==> src/dps_pkg.sv <==
// Constants for the display driver's reset-state and command logic.
// Assumes a single 125 MHz clock domain; no timing counts are needed here.
package dps_pkg;

  // ----------------------------------------------------------------
  // Geometry
  // ----------------------------------------------------------------
  localparam int unsigned COLUMNS      = 132;
  localparam logic [7:0]  COL_LAST     = 8'h83;
  localparam logic [5:0]  MUX_RESET    = 6'h3F;  // 132x64 mode
  localparam logic [5:0]  START_RESET  = 6'h00;
  localparam logic [7:0]  COL_RESET    = 8'h00;
  localparam logic [7:0]  CONTRAST_RST = 8'h80;

  // ----------------------------------------------------------------
  // Command opcodes
  // ----------------------------------------------------------------
  localparam logic [7:0] OP_DISP_OFF   = 8'hAE;
  localparam logic [7:0] OP_DISP_ON    = 8'hAF;
  localparam logic [7:0] OP_SEG_NORM   = 8'hA0;
  localparam logic [7:0] OP_SEG_REMAP  = 8'hA1;
  localparam logic [7:0] OP_COM_NORM   = 8'hC0;
  localparam logic [7:0] OP_COM_REV    = 8'hC8;
  localparam logic [7:0] OP_RAM_SHOW   = 8'hA4;
  localparam logic [7:0] OP_ALL_ON     = 8'hA5;
  localparam logic [7:0] OP_INV_OFF    = 8'hA6;
  localparam logic [7:0] OP_INV_ON     = 8'hA7;
  localparam logic [7:0] OP_CONTRAST   = 8'h81;
  localparam logic [7:0] OP_MUX        = 8'hA8;
  localparam logic [7:0] OP_CLOCK      = 8'hD5;
  localparam logic [7:0] OP_OFFSET     = 8'hD3;
  localparam logic [7:0] OP_MASTER     = 8'hAD;
  localparam logic [7:0] OP_ADDR_MODE  = 8'h20;
  localparam logic [7:0] OP_COM_CFG    = 8'hDA;
  localparam logic [7:0] OP_PRECHARGE  = 8'hD9;
  localparam logic [7:0] OP_DESELECT   = 8'hDB;
  localparam logic [1:0] GRP_START     = 2'h1;   // 0x40..0x7F
  localparam logic [3:0] NIB_COL_LO    = 4'h0;
  localparam logic [3:0] NIB_COL_HI    = 4'h1;

  // ----------------------------------------------------------------
  // Serial word
  // ----------------------------------------------------------------
  localparam int unsigned BYTE_BITS    = 8;
  localparam logic [2:0]  BIT_LAST     = 3'h7;

  typedef enum logic [1:0] {
    ST_CMD = 2'b01,
    ST_ARG = 2'b10
  } dps_state_t;

endpackage : dps_pkg

==> src/dps_byte_if.sv <==
// Byte channel from the serial receiver to the command decoder.
// Assumes both ends share CLK_I.
`timescale 1ns/100ps
`default_nettype none
interface dps_byte_if;
  logic       valid;
  logic       is_data;
  logic [7:0] byte_val;

  modport src (output valid, output is_data, output byte_val);
  modport snk (input valid, input is_data, input byte_val);
endinterface : dps_byte_if
`default_nettype wire

==> src/dps_driver_core.sv <==
// Display driver reset state and command register file.
// Assumes serial pins synchronous to CLK_I; host keeps its own sequence.
//
// Notes on behaviour
// - Held driver reset gives display off and 132x64 multiplex mode.
// - After reset, segment and common mapping are normal, not remapped.
// - Reset clears the serial shift register, dropping partial words.
// - Reset sets the display start line to memory line zero.
// - Reset loads the column address counter with zero.
// - Reset selects normal common scan direction.
// - Reset loads contrast with 80 hex.
// - Reset selects normal display showing memory, as command A4.
`timescale 1ns/100ps
`default_nettype none
module dps_driver_core
  import dps_pkg::*;
#(
  parameter int unsigned NUM_COLUMNS = COLUMNS
) (
  // Clock and reset
  input  wire logic       CLK_I,
  input  wire logic       RST_I,
  input  wire logic       DRIVER_RESET_N_I,
  // Serial command port
  input  wire logic       SCLK_I,
  input  wire logic       SDIN_I,
  input  wire logic       CS_N_I,
  input  wire logic       DC_I,
  // Display state
  output logic            DISPLAY_ON_O,
  output logic [5:0]      MUX_RATIO_O,
  output logic            SEG_REMAP_O,
  output logic            COM_REVERSE_O,
  output logic [5:0]      START_LINE_O,
  output logic [7:0]      COLUMN_O,
  output logic [7:0]      CONTRAST_O,
  output logic            ENTIRE_ON_O,
  output logic            INVERSE_O,
  output logic [7:0]      RAM_DATA_O,
  output logic            RAM_WRITE_O
);
  import dps_pkg::*;

  localparam logic [7:0] COL_MAX = 8'(NUM_COLUMNS - 1);

  // ----------------------------------------------------------------
  // Serial receiver
  // ----------------------------------------------------------------
  // Pin reset and system reset act alike; both are synchronous levels
  wire        clear = RST_I | ~DRIVER_RESET_N_I;

  dps_byte_if rx_bus ();

  dps_serial_rx u_rx (
    .clk   (CLK_I),
    .clear (clear),
    .sclk  (SCLK_I),
    .sdin  (SDIN_I),
    .cs_n  (CS_N_I),
    .dc    (DC_I),
    .out   (rx_bus.src)
  );

  // ----------------------------------------------------------------
  // Decode
  // ----------------------------------------------------------------
  dps_state_t state;
  dps_state_t next_state;
  logic [7:0] pending_op;

  wire  [7:0] b        = rx_bus.byte_val;
  wire        cmd_in   = rx_bus.valid & ~rx_bus.is_data;
  wire        data_in  = rx_bus.valid & rx_bus.is_data;
  wire        in_cmd   = (state == ST_CMD);
  wire        in_arg   = (state == ST_ARG);
  wire        single   = cmd_in & in_cmd;
  wire        argument = cmd_in & in_arg;
  wire        two_byte = (b == OP_CONTRAST) | (b == OP_MUX)
                       | (b == OP_CLOCK)    | (b == OP_OFFSET)
                       | (b == OP_MASTER)   | (b == OP_ADDR_MODE)
                       | (b == OP_COM_CFG)  | (b == OP_PRECHARGE)
                       | (b == OP_DESELECT);
  wire        set_line = single & (b[7:6] == GRP_START);
  wire        set_col_lo = single & (b[7:4] == NIB_COL_LO);
  wire        set_col_hi = single & (b[7:4] == NIB_COL_HI);
  wire        set_contrast = argument & (pending_op == OP_CONTRAST);
  wire        set_mux      = argument & (pending_op == OP_MUX);
  wire  [7:0] col_inc  = (COLUMN_O == COL_MAX) ? COL_RESET
                                               : COLUMN_O + 8'h01;

  always_comb begin
    next_state = state;
    unique case (state)
      ST_CMD: begin
        if (cmd_in && two_byte) begin
          next_state = ST_ARG;
        end
      end
      ST_ARG: begin
        if (cmd_in) begin
          next_state = ST_CMD;
        end
      end
      default: begin
        next_state = ST_CMD;
      end
    endcase
  end

  always_ff @(posedge CLK_I) begin
    if (clear) begin
      state      <= ST_CMD;
      pending_op <= 8'h00;
    end else begin
      state <= next_state;
      if (single) begin
        pending_op <= b;
      end
    end
  end

  // ----------------------------------------------------------------
  // Single-byte opcode decode
  // ----------------------------------------------------------------
  // One wire per opcode keeps the register processes short
  wire        op_disp_off  = single & (b == OP_DISP_OFF);
  wire        op_disp_on   = single & (b == OP_DISP_ON);
  wire        op_seg_norm  = single & (b == OP_SEG_NORM);
  wire        op_seg_remap = single & (b == OP_SEG_REMAP);
  wire        op_com_norm  = single & (b == OP_COM_NORM);
  wire        op_com_rev   = single & (b == OP_COM_REV);
  wire        op_ram_show  = single & (b == OP_RAM_SHOW);
  wire        op_all_on    = single & (b == OP_ALL_ON);
  wire        op_inv_off   = single & (b == OP_INV_OFF);
  wire        op_inv_on    = single & (b == OP_INV_ON);
  // Ratios below 16 are not valid; such arguments are ignored
  wire        mux_ok       = set_mux & (b[5:4] != 2'h0);
  // Clock, offset, converter, addressing, pin, charge and deselect
  // arguments are consumed and dropped; no output depends on them

  // ----------------------------------------------------------------
  // Panel and mapping flags
  // ----------------------------------------------------------------
  always_ff @(posedge CLK_I) begin
    if (clear) begin
      DISPLAY_ON_O  <= 1'b0;
      SEG_REMAP_O   <= 1'b0;
      COM_REVERSE_O <= 1'b0;
      ENTIRE_ON_O   <= 1'b0;
      INVERSE_O     <= 1'b0;
    end else begin
      if (op_disp_off)  DISPLAY_ON_O  <= 1'b0;
      if (op_disp_on)   DISPLAY_ON_O  <= 1'b1;
      if (op_seg_norm)  SEG_REMAP_O   <= 1'b0;
      if (op_seg_remap) SEG_REMAP_O   <= 1'b1;
      if (op_com_norm)  COM_REVERSE_O <= 1'b0;
      if (op_com_rev)   COM_REVERSE_O <= 1'b1;
      if (op_ram_show)  ENTIRE_ON_O   <= 1'b0;
      if (op_all_on)    ENTIRE_ON_O   <= 1'b1;
      if (op_inv_off)   INVERSE_O     <= 1'b0;
      if (op_inv_on)    INVERSE_O     <= 1'b1;
    end
  end

  // ----------------------------------------------------------------
  // Display values
  // ----------------------------------------------------------------
  always_ff @(posedge CLK_I) begin
    if (clear) begin
      MUX_RATIO_O  <= MUX_RESET;
      START_LINE_O <= START_RESET;
      CONTRAST_O   <= CONTRAST_RST;
    end else begin
      if (set_line)     START_LINE_O <= b[5:0];
      if (set_contrast) CONTRAST_O   <= b;
      if (mux_ok)       MUX_RATIO_O  <= b[5:0];
    end
  end

  // ----------------------------------------------------------------
  // Column counter and memory write strobe
  // ----------------------------------------------------------------
  // Page addressing: the column wraps at the end, page is untouched
  wire  [7:0] next_column = data_in    ? col_inc
                          : set_col_lo ? {COLUMN_O[7:4], b[3:0]}
                          : set_col_hi ? {b[3:0], COLUMN_O[3:0]}
                          :              COLUMN_O;

  always_ff @(posedge CLK_I) begin
    if (clear) begin
      COLUMN_O    <= COL_RESET;
      RAM_DATA_O  <= 8'h00;
      RAM_WRITE_O <= 1'b0;
    end else begin
      RAM_WRITE_O <= data_in;
      COLUMN_O    <= next_column;
      if (data_in) RAM_DATA_O <= b;
    end
  end

endmodule : dps_driver_core
`default_nettype wire

==> src/dps_serial_rx.sv <==
// Serial command receiver: shifts MSB first on rising serial clock.
// Assumes serial pins already synchronous to CLK_I.
`timescale 1ns/100ps
`default_nettype none
module dps_serial_rx
  import dps_pkg::*;
(
  input  wire logic clk,
  input  wire logic clear,
  input  wire logic sclk,
  input  wire logic sdin,
  input  wire logic cs_n,
  input  wire logic dc,
  dps_byte_if.src   out
);
  import dps_pkg::*;

  logic       sclk_q;
  logic [6:0] shift;
  logic [2:0] count;
  wire        rise  = sclk & ~sclk_q & ~cs_n;
  wire        last  = rise & (count == BIT_LAST);

  // ----------------------------------------------------------------
  // Shift register
  // ----------------------------------------------------------------
  // Deselect also drops a partial word so framing restarts cleanly
  always_ff @(posedge clk) begin
    sclk_q <= sclk;
    if (clear || cs_n) begin
      shift <= 7'h00;
      count <= 3'h0;
    end else if (rise) begin
      shift <= {shift[5:0], sdin};
      count <= count + 3'h1;
    end
  end

  always_ff @(posedge clk) begin
    if (clear) begin
      out.valid    <= 1'b0;
      out.is_data  <= 1'b0;
      out.byte_val <= 8'h00;
    end else begin
      out.valid <= last;
      if (last) begin
        out.byte_val <= {shift, sdin};
        out.is_data  <= dc;
      end
    end
  end

endmodule : dps_serial_rx
`default_nettype wire

==> config.mk <==
export PLATFORM = sky130hd
export DESIGN_NAME = dps_driver_core
export DESIGN_NICKNAME = d
export VERILOG_FILES = /design/src/dps_pkg.sv /design/src/dps_byte_if.sv /design/src/dps_driver_core.sv /design/src/dps_serial_rx.sv
export SDC_FILE = /design/constraint.sdc
export NUM_CORES = 1
export LEC_CHECK = 0
export ABC_CLOCK_PERIOD_IN_PS = 3300
export BUFFER_PORTS_ARGS = -buffer_cell sky130_fd_sc_hd__buf_2
export CAP_MARGIN = 5
export CORE_MARGIN = 1.5
export CORE_UTILIZATION = 55
export CTS_BUF_LIST = sky130_fd_sc_hd__clkbuf_8
export DETAILED_ROUTE_END_ITERATION = 10
export PLACE_DENSITY = 0.78
export SYNTH_ARGS = -nofsm -noshare
export SYNTH_HDL_FRONTEND = slang
export SYNTH_SLANG_ARGS = --single-unit
==> constraint.sdc <==
create_clock -name CLK_I -period 3.3 [get_ports CLK_I]
set_clock_uncertainty 0.2 [all_clocks]
set_input_delay 0.165 -clock CLK_I [delete_from_list [all_inputs] [get_ports CLK_I]]
set_output_delay 0.165 -clock CLK_I [all_outputs]
set_load 0.1 [all_outputs]
==> results of run 1 <==
[report_power, final]
part           internal, mW  switching [mW]  total, mW
Combinational        0.0111          0.0196     0.0307
Sequential            0.881        0.000718      0.882
Clock                 0.360           0.316      0.675
[cells by family after synthesis]
| group | count (synthesis) | share of synthesized area [%] |
|---|---|---|
| DFF | 73 | 46.6 |
| AOI/OAI and AO/OA | 70 | 13.2 |
| buffers and inverters | 28 | 3.91 |
| xor gates and xnor gates | 3 | 0.837 |
| and+or+nand+nor | 163 | 26.3 |
| muxes | 25 | 7.97 |
| adders and majority gates | 3 | 1.20 |
[flip-flops by register name (all words and copies together) (netlist names), 2 cells and up]
signal             flops
COLUMN_O               8
CONTRAST_O             8
RAM_DATA_O             8
pending_op             8
u_rx.out.byte_val      8
u_rx.shift             7
MUX_RATIO_O            6
START_LINE_O           6
u_rx.count             3
state                  2
[worst paths after layout]
check | to | slack, ns | cells past startpoint
worst max register to register | COLUMN_O[2] | 1.19 | 4
worst min-delay path | CONTRAST_O[7] | 0.02 | 4
worst min register to register | pending_op[6] | 0.26 | 2
worst max-delay path | COLUMN_O[2] | 1.19 | 4
[routing by layer]
layer  vias to the layer above  wire [um]  share of wire, %
li1                       1348          -                 -
met1                      1301       3150                45
met2                        73       3400                48
met3                         6        420               6.0
met4                         0         70              0.99
met5                         -          0                 0
[cell usage in the layout (no fill, tap or decap), types with 3 or more instances in the layout]
master | netlist | final
dfxtp_1 | 73 | 73
nand2_1 | 66 | 66
buf_2 | 8 | 48
a21oi_1 | 36 | 36
nor2_1 | 34 | 34
mux2i_1 | 25 | 25
nand3_1 | 18 | 18
o21ai_0 | 12 | 12
clkbuf_8 | 0 | 10
and3_1 | 6 | 6
nor2b_1 | 5 | 5
nor3_1 | 5 | 5
inv_1 | 1 | 4
o31ai_1 | 3 | 3
a31oi_1 | 3 | 3
ha_1 | 3 | 3
dlygate4sd3_1 | 0 | 3
[per-stage QoR]
stage / hold slack (ns) / util (%) / worst slack (ns)
finish: 0.0208 / 65.2 / 1.19
global route: 0.0285 / 65.2 / 0.989
CTS: 0.0119 / 65.2 / 1.19
detailed placement: 0.0898 / 61.2 / 1.23
global placement: 0.0848 / 61.2 / 1.25
floorplan: -0.00728 / - / 0.994
[synthesized netlist by cell type, types with 2 or more instances]
cell | instances | area share (%)
a21o_1 | 2 | 0.48
a21oi_1 | 36 | 5.7
a31oi_1 | 3 | 0.60
a32oi_1 | 2 | 0.56
and2_1 | 2 | 0.40
and3_1 | 6 | 1.2
and3b_1 | 2 | 0.56
buf_1 | 2 | 0.24
buf_2 | 8 | 1.3
clkbuf_1 | 16 | 1.9
dfxtp_1 | 73 | 47
ha_1 | 3 | 1.2
mux2i_1 | 25 | 8.0
nand2_1 | 66 | 7.9
nand2b_1 | 3 | 0.60
nand3_1 | 18 | 2.9
nand4_1 | 2 | 0.40
nand4b_1 | 2 | 0.56
nor2_1 | 34 | 4.1
nor2b_1 | 5 | 1.0
nor3_1 | 5 | 0.80
nor3b_1 | 3 | 0.72
o21ai_0 | 12 | 1.9
o22ai_1 | 2 | 0.40
o31a_1 | 2 | 0.56
o31ai_1 | 3 | 0.72
or3_1 | 2 | 0.40
xnor2_1 | 2 | 0.56
[worst register-to-register path, delay by kind of cell (launching register included)]
family | cells | cell delay [ns]
AO/OA/AOI/OAI | 2 | 0.37
AND/OR/NAND/NOR | 2 | 1.04
flip-flops | 1 | 0.35
[cell type report]
class | count | area [um^2]
inverter | 1 | 3.75
clock inverter | 6 | 51.3
fill | 462 | 1920
multi-input combinational | 264 | 1560
clock buffer | 10 | 138
sequential | 73 | 1460
timing repair buffer | 53 | 285
tap | 72 | 90.1
==> flow_summary_export.csv, run 1 <==
group,metric,value,unit
synth,ys.flop_type,"dfxtp_1",
job,maxCapViolCount,0,
synth,synth-edff-count,0,
synth,netlist_instances,365,
critical_path,cp-startpoint,"u_rx.out.is_data",
placed_design,dp_hpwl,4.50,mm
clock_tree,cts_setup_buffers,0,
global_routing,grt_overflow,0,
critical_path,cpMaxStageDelayCell,"and4bb_1",
global_routing,grt_util_met2,40.7,%
timing,finalCriticalPeriod,2.11,ns
floorplan,rows,27,
timing,max_freq,0.474,GHz
route,drt_wl_total,7.05,mm
placed_design,gp_congestion,0.818,
critical_path,crit_buf_inv,0,
clock_tree,cts.sinks,73,
critical_path,cp.arrival,2.09,ns
pwr,power.density,442,nW/um^2
synth,ys_warn_count,0,
route,viasPerCell,5.70,
worst_hold_path,hold_class,"in2reg",
pwr,leakagePower,1.46,nW
clock_tree,cts_resized,0,
critical_path,cp_max_fo,19,
clock_tree,cts_tree,"built",
global_routing,grt_max_degree,53,
critical_path,startpoint_type,"flip-flop",
critical_path,path_delay_family,"simple AND/OR/NAND/NOR gates",
critical_path,reg2reg_from,"u_rx.out.is_data",
route,route.detailed.drc,0,
clock_tree,clockBufferDepth,2,
cells_and_area,area_growth,14.4,%
global_routing,grt_pass1_vias,2525,
clock_tree,cts_buffers,9,
placed_design,dp.cells,460,
timing,hold_viol,0,
clock_tree,h-tree-depth,3,
floorplan,io_pins,49,
synth,yosysSeqAreaShare,46.6,%
route,via_count,2728,
timing,maxSlewViolCount,0,
route,drt_iter0_markers,198,
cells_and_area,finalInstanceArea,3590,um^2
worst_hold_path,hp-start,"RST_I",
critical_path,critPathKind,"reg2reg",
global_routing,top_usage_layer,"met2",
clock_tree,clk_pin_slew_worst_paths,0.07,ns
cells_and_area,nets,412,
route,drt_pass1_iterations,4,
placed_design,port_buffers,48,
floorplan,die_area,6170,um^2
critical_path,critPathCaptureType,"flip-flop",
cells_and_area,n_antenna_cell,0,
pwr,ir_drop,0.384,mV
global_routing,grtUsageTotal,24.1,%
timing,fin_crit_sh,63.9,%
timing,relSlewSlack,31.9,%
floorplan,fp.dieW,78.5,um
clock_tree,cts_hold_buf,3,
global_routing,grt_pass1_wl,11.6,mm
global_routing,use_met1,29.9,%
placed_design,place_area,3370,um^2
global_routing,grt_use_met3,4.42,%
status,outcome,"complete, no violations",
cells_and_area,layout.cells.non_filler,479,
synth,synth_area,3140,um^2
floorplan,die_h,78.5,um
clock_tree,cts-root-buf,"clkbuf_8",
route,post_drt_wl_per_cell,14.7,um
floorplan,core,5510,um^2
floorplan,start_util,57.0,%
critical_path,cpPeakStageDelay,0.74,ns
timing,rsz0062_at_grt,"false",
global_routing,antenna_found_initial,0,
critical_path,cp_cell_sequence,"and4bb_1 -> nand3_1 -> a32oi_1 -> a21oi_1",
route,ant_nets,0,
pwr,p_total,1.59,mW
synth,synth_seq_cells,73,
timing,finalSetupTns,0,ns
synth,syn_avg_cell_area,8.60,um^2
critical_path,required,3.28,ns
timing,tightest_slew,1.02,ns
cells_and_area,final_layout_size_suffix_gt1_share,17.9,%
synth,syn_nets,375,
clock_tree,clk_latency,0.34,ns
timing,setup_violations,0,
synth,synthArstFlopShare,0,%
synth,synth_cell_type_count,52,
Note: power is estimated with default switching activity, not from simulation.
==> run 2, diff against run 1 <==
--- a/config.mk
+++ b/config.mk
@@ -5,7 +5,8 @@
 export SDC_FILE = /design/constraint.sdc
 export NUM_CORES = 1
 export LEC_CHECK = 0
-export ABC_CLOCK_PERIOD_IN_PS = 3300
+export ABC_AREA = 1
+export ABC_CLOCK_PERIOD_IN_PS = 2100
 export BUFFER_PORTS_ARGS = -buffer_cell sky130_fd_sc_hd__buf_2
 export CAP_MARGIN = 5
 export CORE_MARGIN = 1.5
==> constraint.sdc (replaced) <==
create_clock -name CLK_I -period 2.1 [get_ports CLK_I]
set_clock_uncertainty 0.2 [all_clocks]
set_input_delay 0.105 -clock CLK_I [delete_from_list [all_inputs] [get_ports CLK_I]]
set_output_delay 0.105 -clock CLK_I [all_outputs]
set_load 0.1 [all_outputs]
==> flow_summary_export.csv, run 2 <==
group,metric,value,unit
critical_path,cp_max_fo,15,
route,ant_nets,0,
timing,max_freq,0.538,GHz
synth,synth_top_area_share,47.8,%
critical_path,ff2ff_path_depth,9,
cells_and_area,layout.cells.non_filler,524,
synth,ys_top_cells_by_count,"dfxtp_1 (73), nand2_1 (63), a21oi_1 (52), o21ai_0 (47), inv_1 (40)",
synth,ys_warn_count,0,
global_routing,grtUsageTotal,25.1,%
timing,setup_violations,0,
critical_path,crit_buf_inv,6,
pwr,p_total,2.60,mW
synth,synth_seq_cells,73,
cells_and_area,finalInstanceArea,3630,um^2
route,viasPerCell,5.28,
clock_tree,cts_tree,"built",
timing,finalSetupTns,0,ns
synth,syn_avg_cell_area,7.74,um^2
pwr,power.density,717,nW/um^2
cells_and_area,final_common_cell,"dfxtp_1",
synth,yosysSeqAreaShare,47.8,%
global_routing,grt_overflow,0,
floorplan,die_area,6010,um^2
placed_design,gp_congestion,0.854,
global_routing,grt_pass1_vias,2623,
placed_design,dp.cells,502,
synth,ys.flop_type,"dfxtp_1",
critical_path,cp_cell_sequence,"dlygate4sd3_1 -> buf_2 -> inv_1 -> nor2_1 -> nand2_1 -> inv_2 -> nand2_2 -> inv_1 -> nand2_1 -> inv_1 -> nand2_1 -> o31ai_1",
critical_path,reg2reg_slack,0.35,ns
clock_tree,cts-root-buf,"clkbuf_8",
timing,holdWs,0.0765,ns
clock_tree,h-tree-depth,3,
worst_hold_path,min_path_cells,5,
floorplan,rows,26,
critical_path,critPathCaptureType,"flip-flop",
floorplan,io_pins,49,
pwr,leakagePower,1.59,nW
route,drt_wl_total,6.97,mm
critical_path,startpoint_type,"primary input",
clock_tree,clockBufferDepth,2,
clock_tree,clk_pin_slew_worst_paths,0.08,ns
cells_and_area,area_growth,18.7,%
global_routing,grt_pass1_wl,11.9,mm
synth,synth-edff-count,0,
timing,rsz0062_at_grt,"false",
route,via_count,2768,
synth,synthArstFlopShare,0,%
synth,netlist_instances,395,
timing,relSlewSlack,67.1,%
cells_and_area,nets,459,
route,route.detailed.drc,0,
pwr,ir_drop,0.549,mV
critical_path,worst-path-stages,12,
route,drt_pass1_iterations,5,
synth,yosysMostFrequentCell,"dfxtp_1",
critical_path,cp.arrival,1.92,ns
placed_design,dp_hpwl,4.69,mm
synth,synth_cell_type_count,30,
floorplan,fp.dieW,77.6,um
global_routing,grt_max_degree,25,
critical_path,cpPeakStageDelay,0.53,ns
timing,tightest_slew,0.496,ns
critical_path,critPathKind,"in2reg",
route,drt_iter0_markers,161,
timing,fin_crit_sh,88.6,%
synth,synth_area,3060,um^2
clock_tree,cts_buffers,9,
placed_design,port_buffers,48,
critical_path,reg2reg_from,"u_rx.sclk_q",
cells_and_area,final_layout_size_suffix_gt1_share,22.0,%
status,outcome,"complete, no violations",
critical_path,crit_path_end,"u_rx.out.byte_val[0]",
synth,yosys.area.top_type,"dfxtp_1",
floorplan,start_util,58.4,%
synth,syn_nets,405,
timing,finalCriticalPeriod,1.86,ns
critical_path,cpMaxStageDelayCell,"dlygate4sd3_1",
cells_and_area,fill_cells,447,
timing,maxSlewViolCount,0,
floorplan,core,5240,um^2
critical_path,path_delay_family,"buffers and inverters",
floorplan,die_h,77.6,um
cells_and_area,n_antenna_cell,0,
critical_path,cp-startpoint,"SCLK_I",
global_routing,antenna_found_initial,0,
synth,synthTopCellsByArea,"dfxtp_1 (48%), a21oi_1 (8.5%), nand2_1 (7.7%)",
critical_path,required,2.16,ns
cells_and_area,layout_common_cells,"dfxtp_1 (71), nand2_1 (62), a21oi_1 (52)",
worst_hold_path,hold_class,"in2reg",
timing,hold_viol,0,
route,post_drt_wl_per_cell,13.3,um
job,maxCapViolCount,0,
placed_design,place_area,3350,um^2
clock_tree,cts.sinks,73,
critical_path,reg2reg_to,"u_rx.out.byte_val[0]",
clock_tree,clk_latency,0.34,ns
[run 2: logic make-up after synthesis]
kind of cell	after synthesis	share of synthesized area, %
buf+inv	64	8.51
compound gates	115	19.9
simple gates	136	21.4
flops	73	47.8
fa+ha+maj	3	1.23
xor+xnor	4	1.15
[run 2: worst reg2reg max path: stages (launching register included)]
cell and delay (ns):
dfxtp_1 0.31, nor2_1 0.11, nand2_1 0.23, inv_2 0.22, nand2_2 0.19, inv_1 0.14, nand2_1 0.08, inv_1 0.08
nand2_1 0.05, o31ai_1 0.06
[run 2: worst min-delay path by stage]
stage / startpoint / slack, ns / to
finish: DRIVER_RESET_N_I / 0.08 / state[0]
global placement: SCLK_I / 0.02 / u_rx.sclk_q
detailed placement: SCLK_I / 0.03 / u_rx.sclk_q
global route: DRIVER_RESET_N_I / 0.14 / u_rx.shift[4]
CTS: DRIVER_RESET_N_I / 0.07 / u_rx.shift[3]
floorplan: SCLK_I / -0.07 / u_rx.sclk_q
[run 2: routing by layer]
metal	vias up	global-route usage [%]	share of wire, %
li1	1416	-	-
met3	12	4.71	5.9
met5	-	0	0
met1	1250	32.1	46
met4	0	13.5	2.1
met2	90	40.1	46
[run 2: cell type report]
cell class	instances	area (um^2)	area share, %
Clock inverter	4	51.3	1.41
Timing Repair Buffer	60	345	9.52
Tap cell	70	87.6	2.41
Clock buffer	12	165	4.55
Multi-Input combinational cell	258	1340	36.9
Sequential cell	73	1460	40.4
Inverter	47	176	4.86
[run 2: through the flow]
step	setup slack [ns]	utilization (%)
2_1_floorplan	0.0557	-
3_3_place_gp	0.399	63.9
3_5_place_dp	0.290	63.9
4_1_cts	0.156	69.2
5_1_grt	0.0177	69.3
6_report	0.240	69.3
[run 2: where the power goes]
group / internal, mW / total [mW] / switching [mW]
logic: 0.0221 / 0.0573 / 0.0352
clock network: 0.646 / 1.16 / 0.511
registers: 1.39 / 1.39 / 0.000999
[run 2: repair_timing]
action / in CTS / in global routing
setup buffers: 0 / 0
hold buffers: 6 / 0
resized for setup: 0 / 1
hold endpoints to repair: 19 / 0
setup endpoints to repair: 0 / 9
==> run 3, diff against run 2 <==
--- a/config.mk
+++ b/config.mk
@@ -9,7 +9,6 @@
 export ABC_CLOCK_PERIOD_IN_PS = 2100
 export BUFFER_PORTS_ARGS = -buffer_cell sky130_fd_sc_hd__buf_2
 export CAP_MARGIN = 5
-export CORE_MARGIN = 1.5
 export CORE_UTILIZATION = 55
 export CTS_BUF_LIST = sky130_fd_sc_hd__clkbuf_8
 export DETAILED_ROUTE_END_ITERATION = 10
==> flow_summary_export.csv, run 3 (synthesis results as in run 2) <==
group,metric,value,unit
timing,setup_violations,0,
placed_design,dp_hpwl,4.85,mm
route,post_drt_wl_per_cell,13.4,um
global_routing,grt_max_degree,38,
clock_tree,clk_pin_slew_worst_paths,0.08,ns
status,outcome,"complete, no violations",
pwr,power.density,707,nW/um^2
floorplan,core,5240,um^2
timing,maxSlewViolCount,0,
critical_path,cp-startpoint,"u_rx.count[0]",
route,viasPerCell,5.23,
route,ant_nets,0,
timing,finalSetupTns,0,ns
floorplan,io_pins,49,
critical_path,required,2.13,ns
cells_and_area,final_common_cell,"dfxtp_1",
timing,finalWorstSetupSlack,0.292,ns
clock_tree,h-tree-depth,3,
critical_path,startpoint_type,"flip-flop",
cells_and_area,fin_util,69.1,%
route,via_count,2745,
route,drt_iter0_markers,235,
pwr,ir_drop,0.759,mV
timing,tightest_slew,0.491,ns
timing,max_freq,0.553,GHz
job,maxCapViolCount,0,
timing,holdWs,0.0457,ns
timing,relSlewSlack,67.5,%
cells_and_area,final_layout_size_suffix_gt1_share,22.2,%
clock_tree,cts_setup_buffers,0,
worst_hold_path,hold_class,"in2reg",
clock_tree,cts_tree,"built",
floorplan,die_h,76.6,um
timing,hold_viol,0,
timing,rsz0062_at_grt,"false",
cells_and_area,fill_cells,435,
cells_and_area,layout_common_cells,"dfxtp_1 (71), nand2_1 (63), a21oi_1 (52)",
worst_hold_path,min_path_cells,5,
floorplan,rows,26,
critical_path,critPathCaptureType,"flip-flop",
global_routing,grt_pass1_wl,12.3,mm
critical_path,ff2ff_path_depth,8,
clock_tree,cts-root-buf,"clkbuf_8",
global_routing,grt_pass1_vias,2643,
cells_and_area,area_growth,18.3,%
floorplan,start_util,58.4,%
placed_design,gp_congestion,0.896,
critical_path,cp.arrival,1.84,ns
global_routing,grt_overflow,0,
critical_path,critPathKind,"reg2reg",
critical_path,reg2reg_from,"u_rx.count[0]",
clock_tree,clk_latency,0.35,ns
clock_tree,cts_buffers,9,
clock_tree,clockBufferDepth,2,
global_routing,grtUsageTotal,26.7,%
clock_tree,cts.sinks,73,
route,route.detailed.drc,0,
cells_and_area,nets,460,
cells_and_area,n_antenna_cell,0,
floorplan,fp.dieW,76.6,um
timing,finalCriticalPeriod,1.81,ns
route,drt_wl_total,7.04,mm
pwr,leakagePower,1.58,nW
pwr,p_total,2.56,mW
worst_hold_path,hp-start,"DRIVER_RESET_N_I",
floorplan,die_area,5860,um^2
critical_path,cp_max_fo,15,
global_routing,antenna_found_initial,0,
route,drt_pass1_iterations,4,
timing,fin_crit_sh,86.1,%
placed_design,dp_slack,0.362,ns
placed_design,port_buffers,48,
-- run 3: cell count changes in the layout (fill, tap and decap cells not counted), sizes merged --
| cell | change |
|---|---|
| buf | +2 |
| clkbuf | -2 |
| clkinv | -1 |
| clkinvlp | +2 |
| dlygate4sd3 | -1 |
| inv | +1 |
-- run 3: area by class of cell --
type / count / area, um^2 / share of cell area [%]
multi-input cells: 258 / 1340 / 36.9
well taps: 70 / 87.6 / 2.42
flip-flops and latches: 73 / 1460 / 40.5
clock buffers: 10 / 138 / 3.80
repair buffers: 61 / 350 / 9.69
clock inverters: 6 / 66.3 / 1.83
inverters: 47 / 176 / 4.88
-- run 3: power by group --
group          total [mW]  switching [mW]  internal (mW)  leakage [nW]
combinational      0.0568          0.0351         0.0217         0.889
sequential           1.39        0.000914           1.38         0.590
clock                1.12           0.534          0.583         0.100
-- run 3: per-stage QoR --
| stage | instance area (um^2) | cells |
|---|---|---|
| 2_1_floorplan | 3060 | 395 |
| 3_3_place_gp | 3360 | 504 |
| 3_5_place_dp | 3360 | 504 |
| 4_1_cts | 3620 | 525 |
| 5_1_grt | 3620 | 525 |
| 6_report | 3620 | 525 |
-- run 3: critical path, cell delays in order (launching register included) --
cell	delay [ns]
dfxtp_1	0.32
ha_1	0.20
ha_1	0.19
nand2_1	0.33
inv_1	0.14
nand2_1	0.13
inv_1	0.06
nand2_1	0.05
o31ai_1	0.07
-- run 3: worst paths after layout --
kind	end	slack [ns]
worst max-delay path	u_rx.out.byte_val[0]	0.29
worst min-delay path	CONTRAST_O[7]	0.05
worst max register to register	u_rx.out.byte_val[0]	0.29
worst min register to register	START_LINE_O[0]	0.25
-- run 3: layer usage --
metal	share of wire [%]	up-vias	routed length, um	GRT usage [%]
li1	-	1420	-	-
met1	45	1230	3210	32.9
met2	47	82	3310	43.6
met3	5.4	13	377	4.79
met4	2.2	0	153	15.8
met5	0	-	0	0
-- run 3: repair_timing --
action	CTS	global route
hold endpoints to repair	20	0
endpoints found under the setup margin	0	0
hold buffers	5	0
resized for setup	0	0
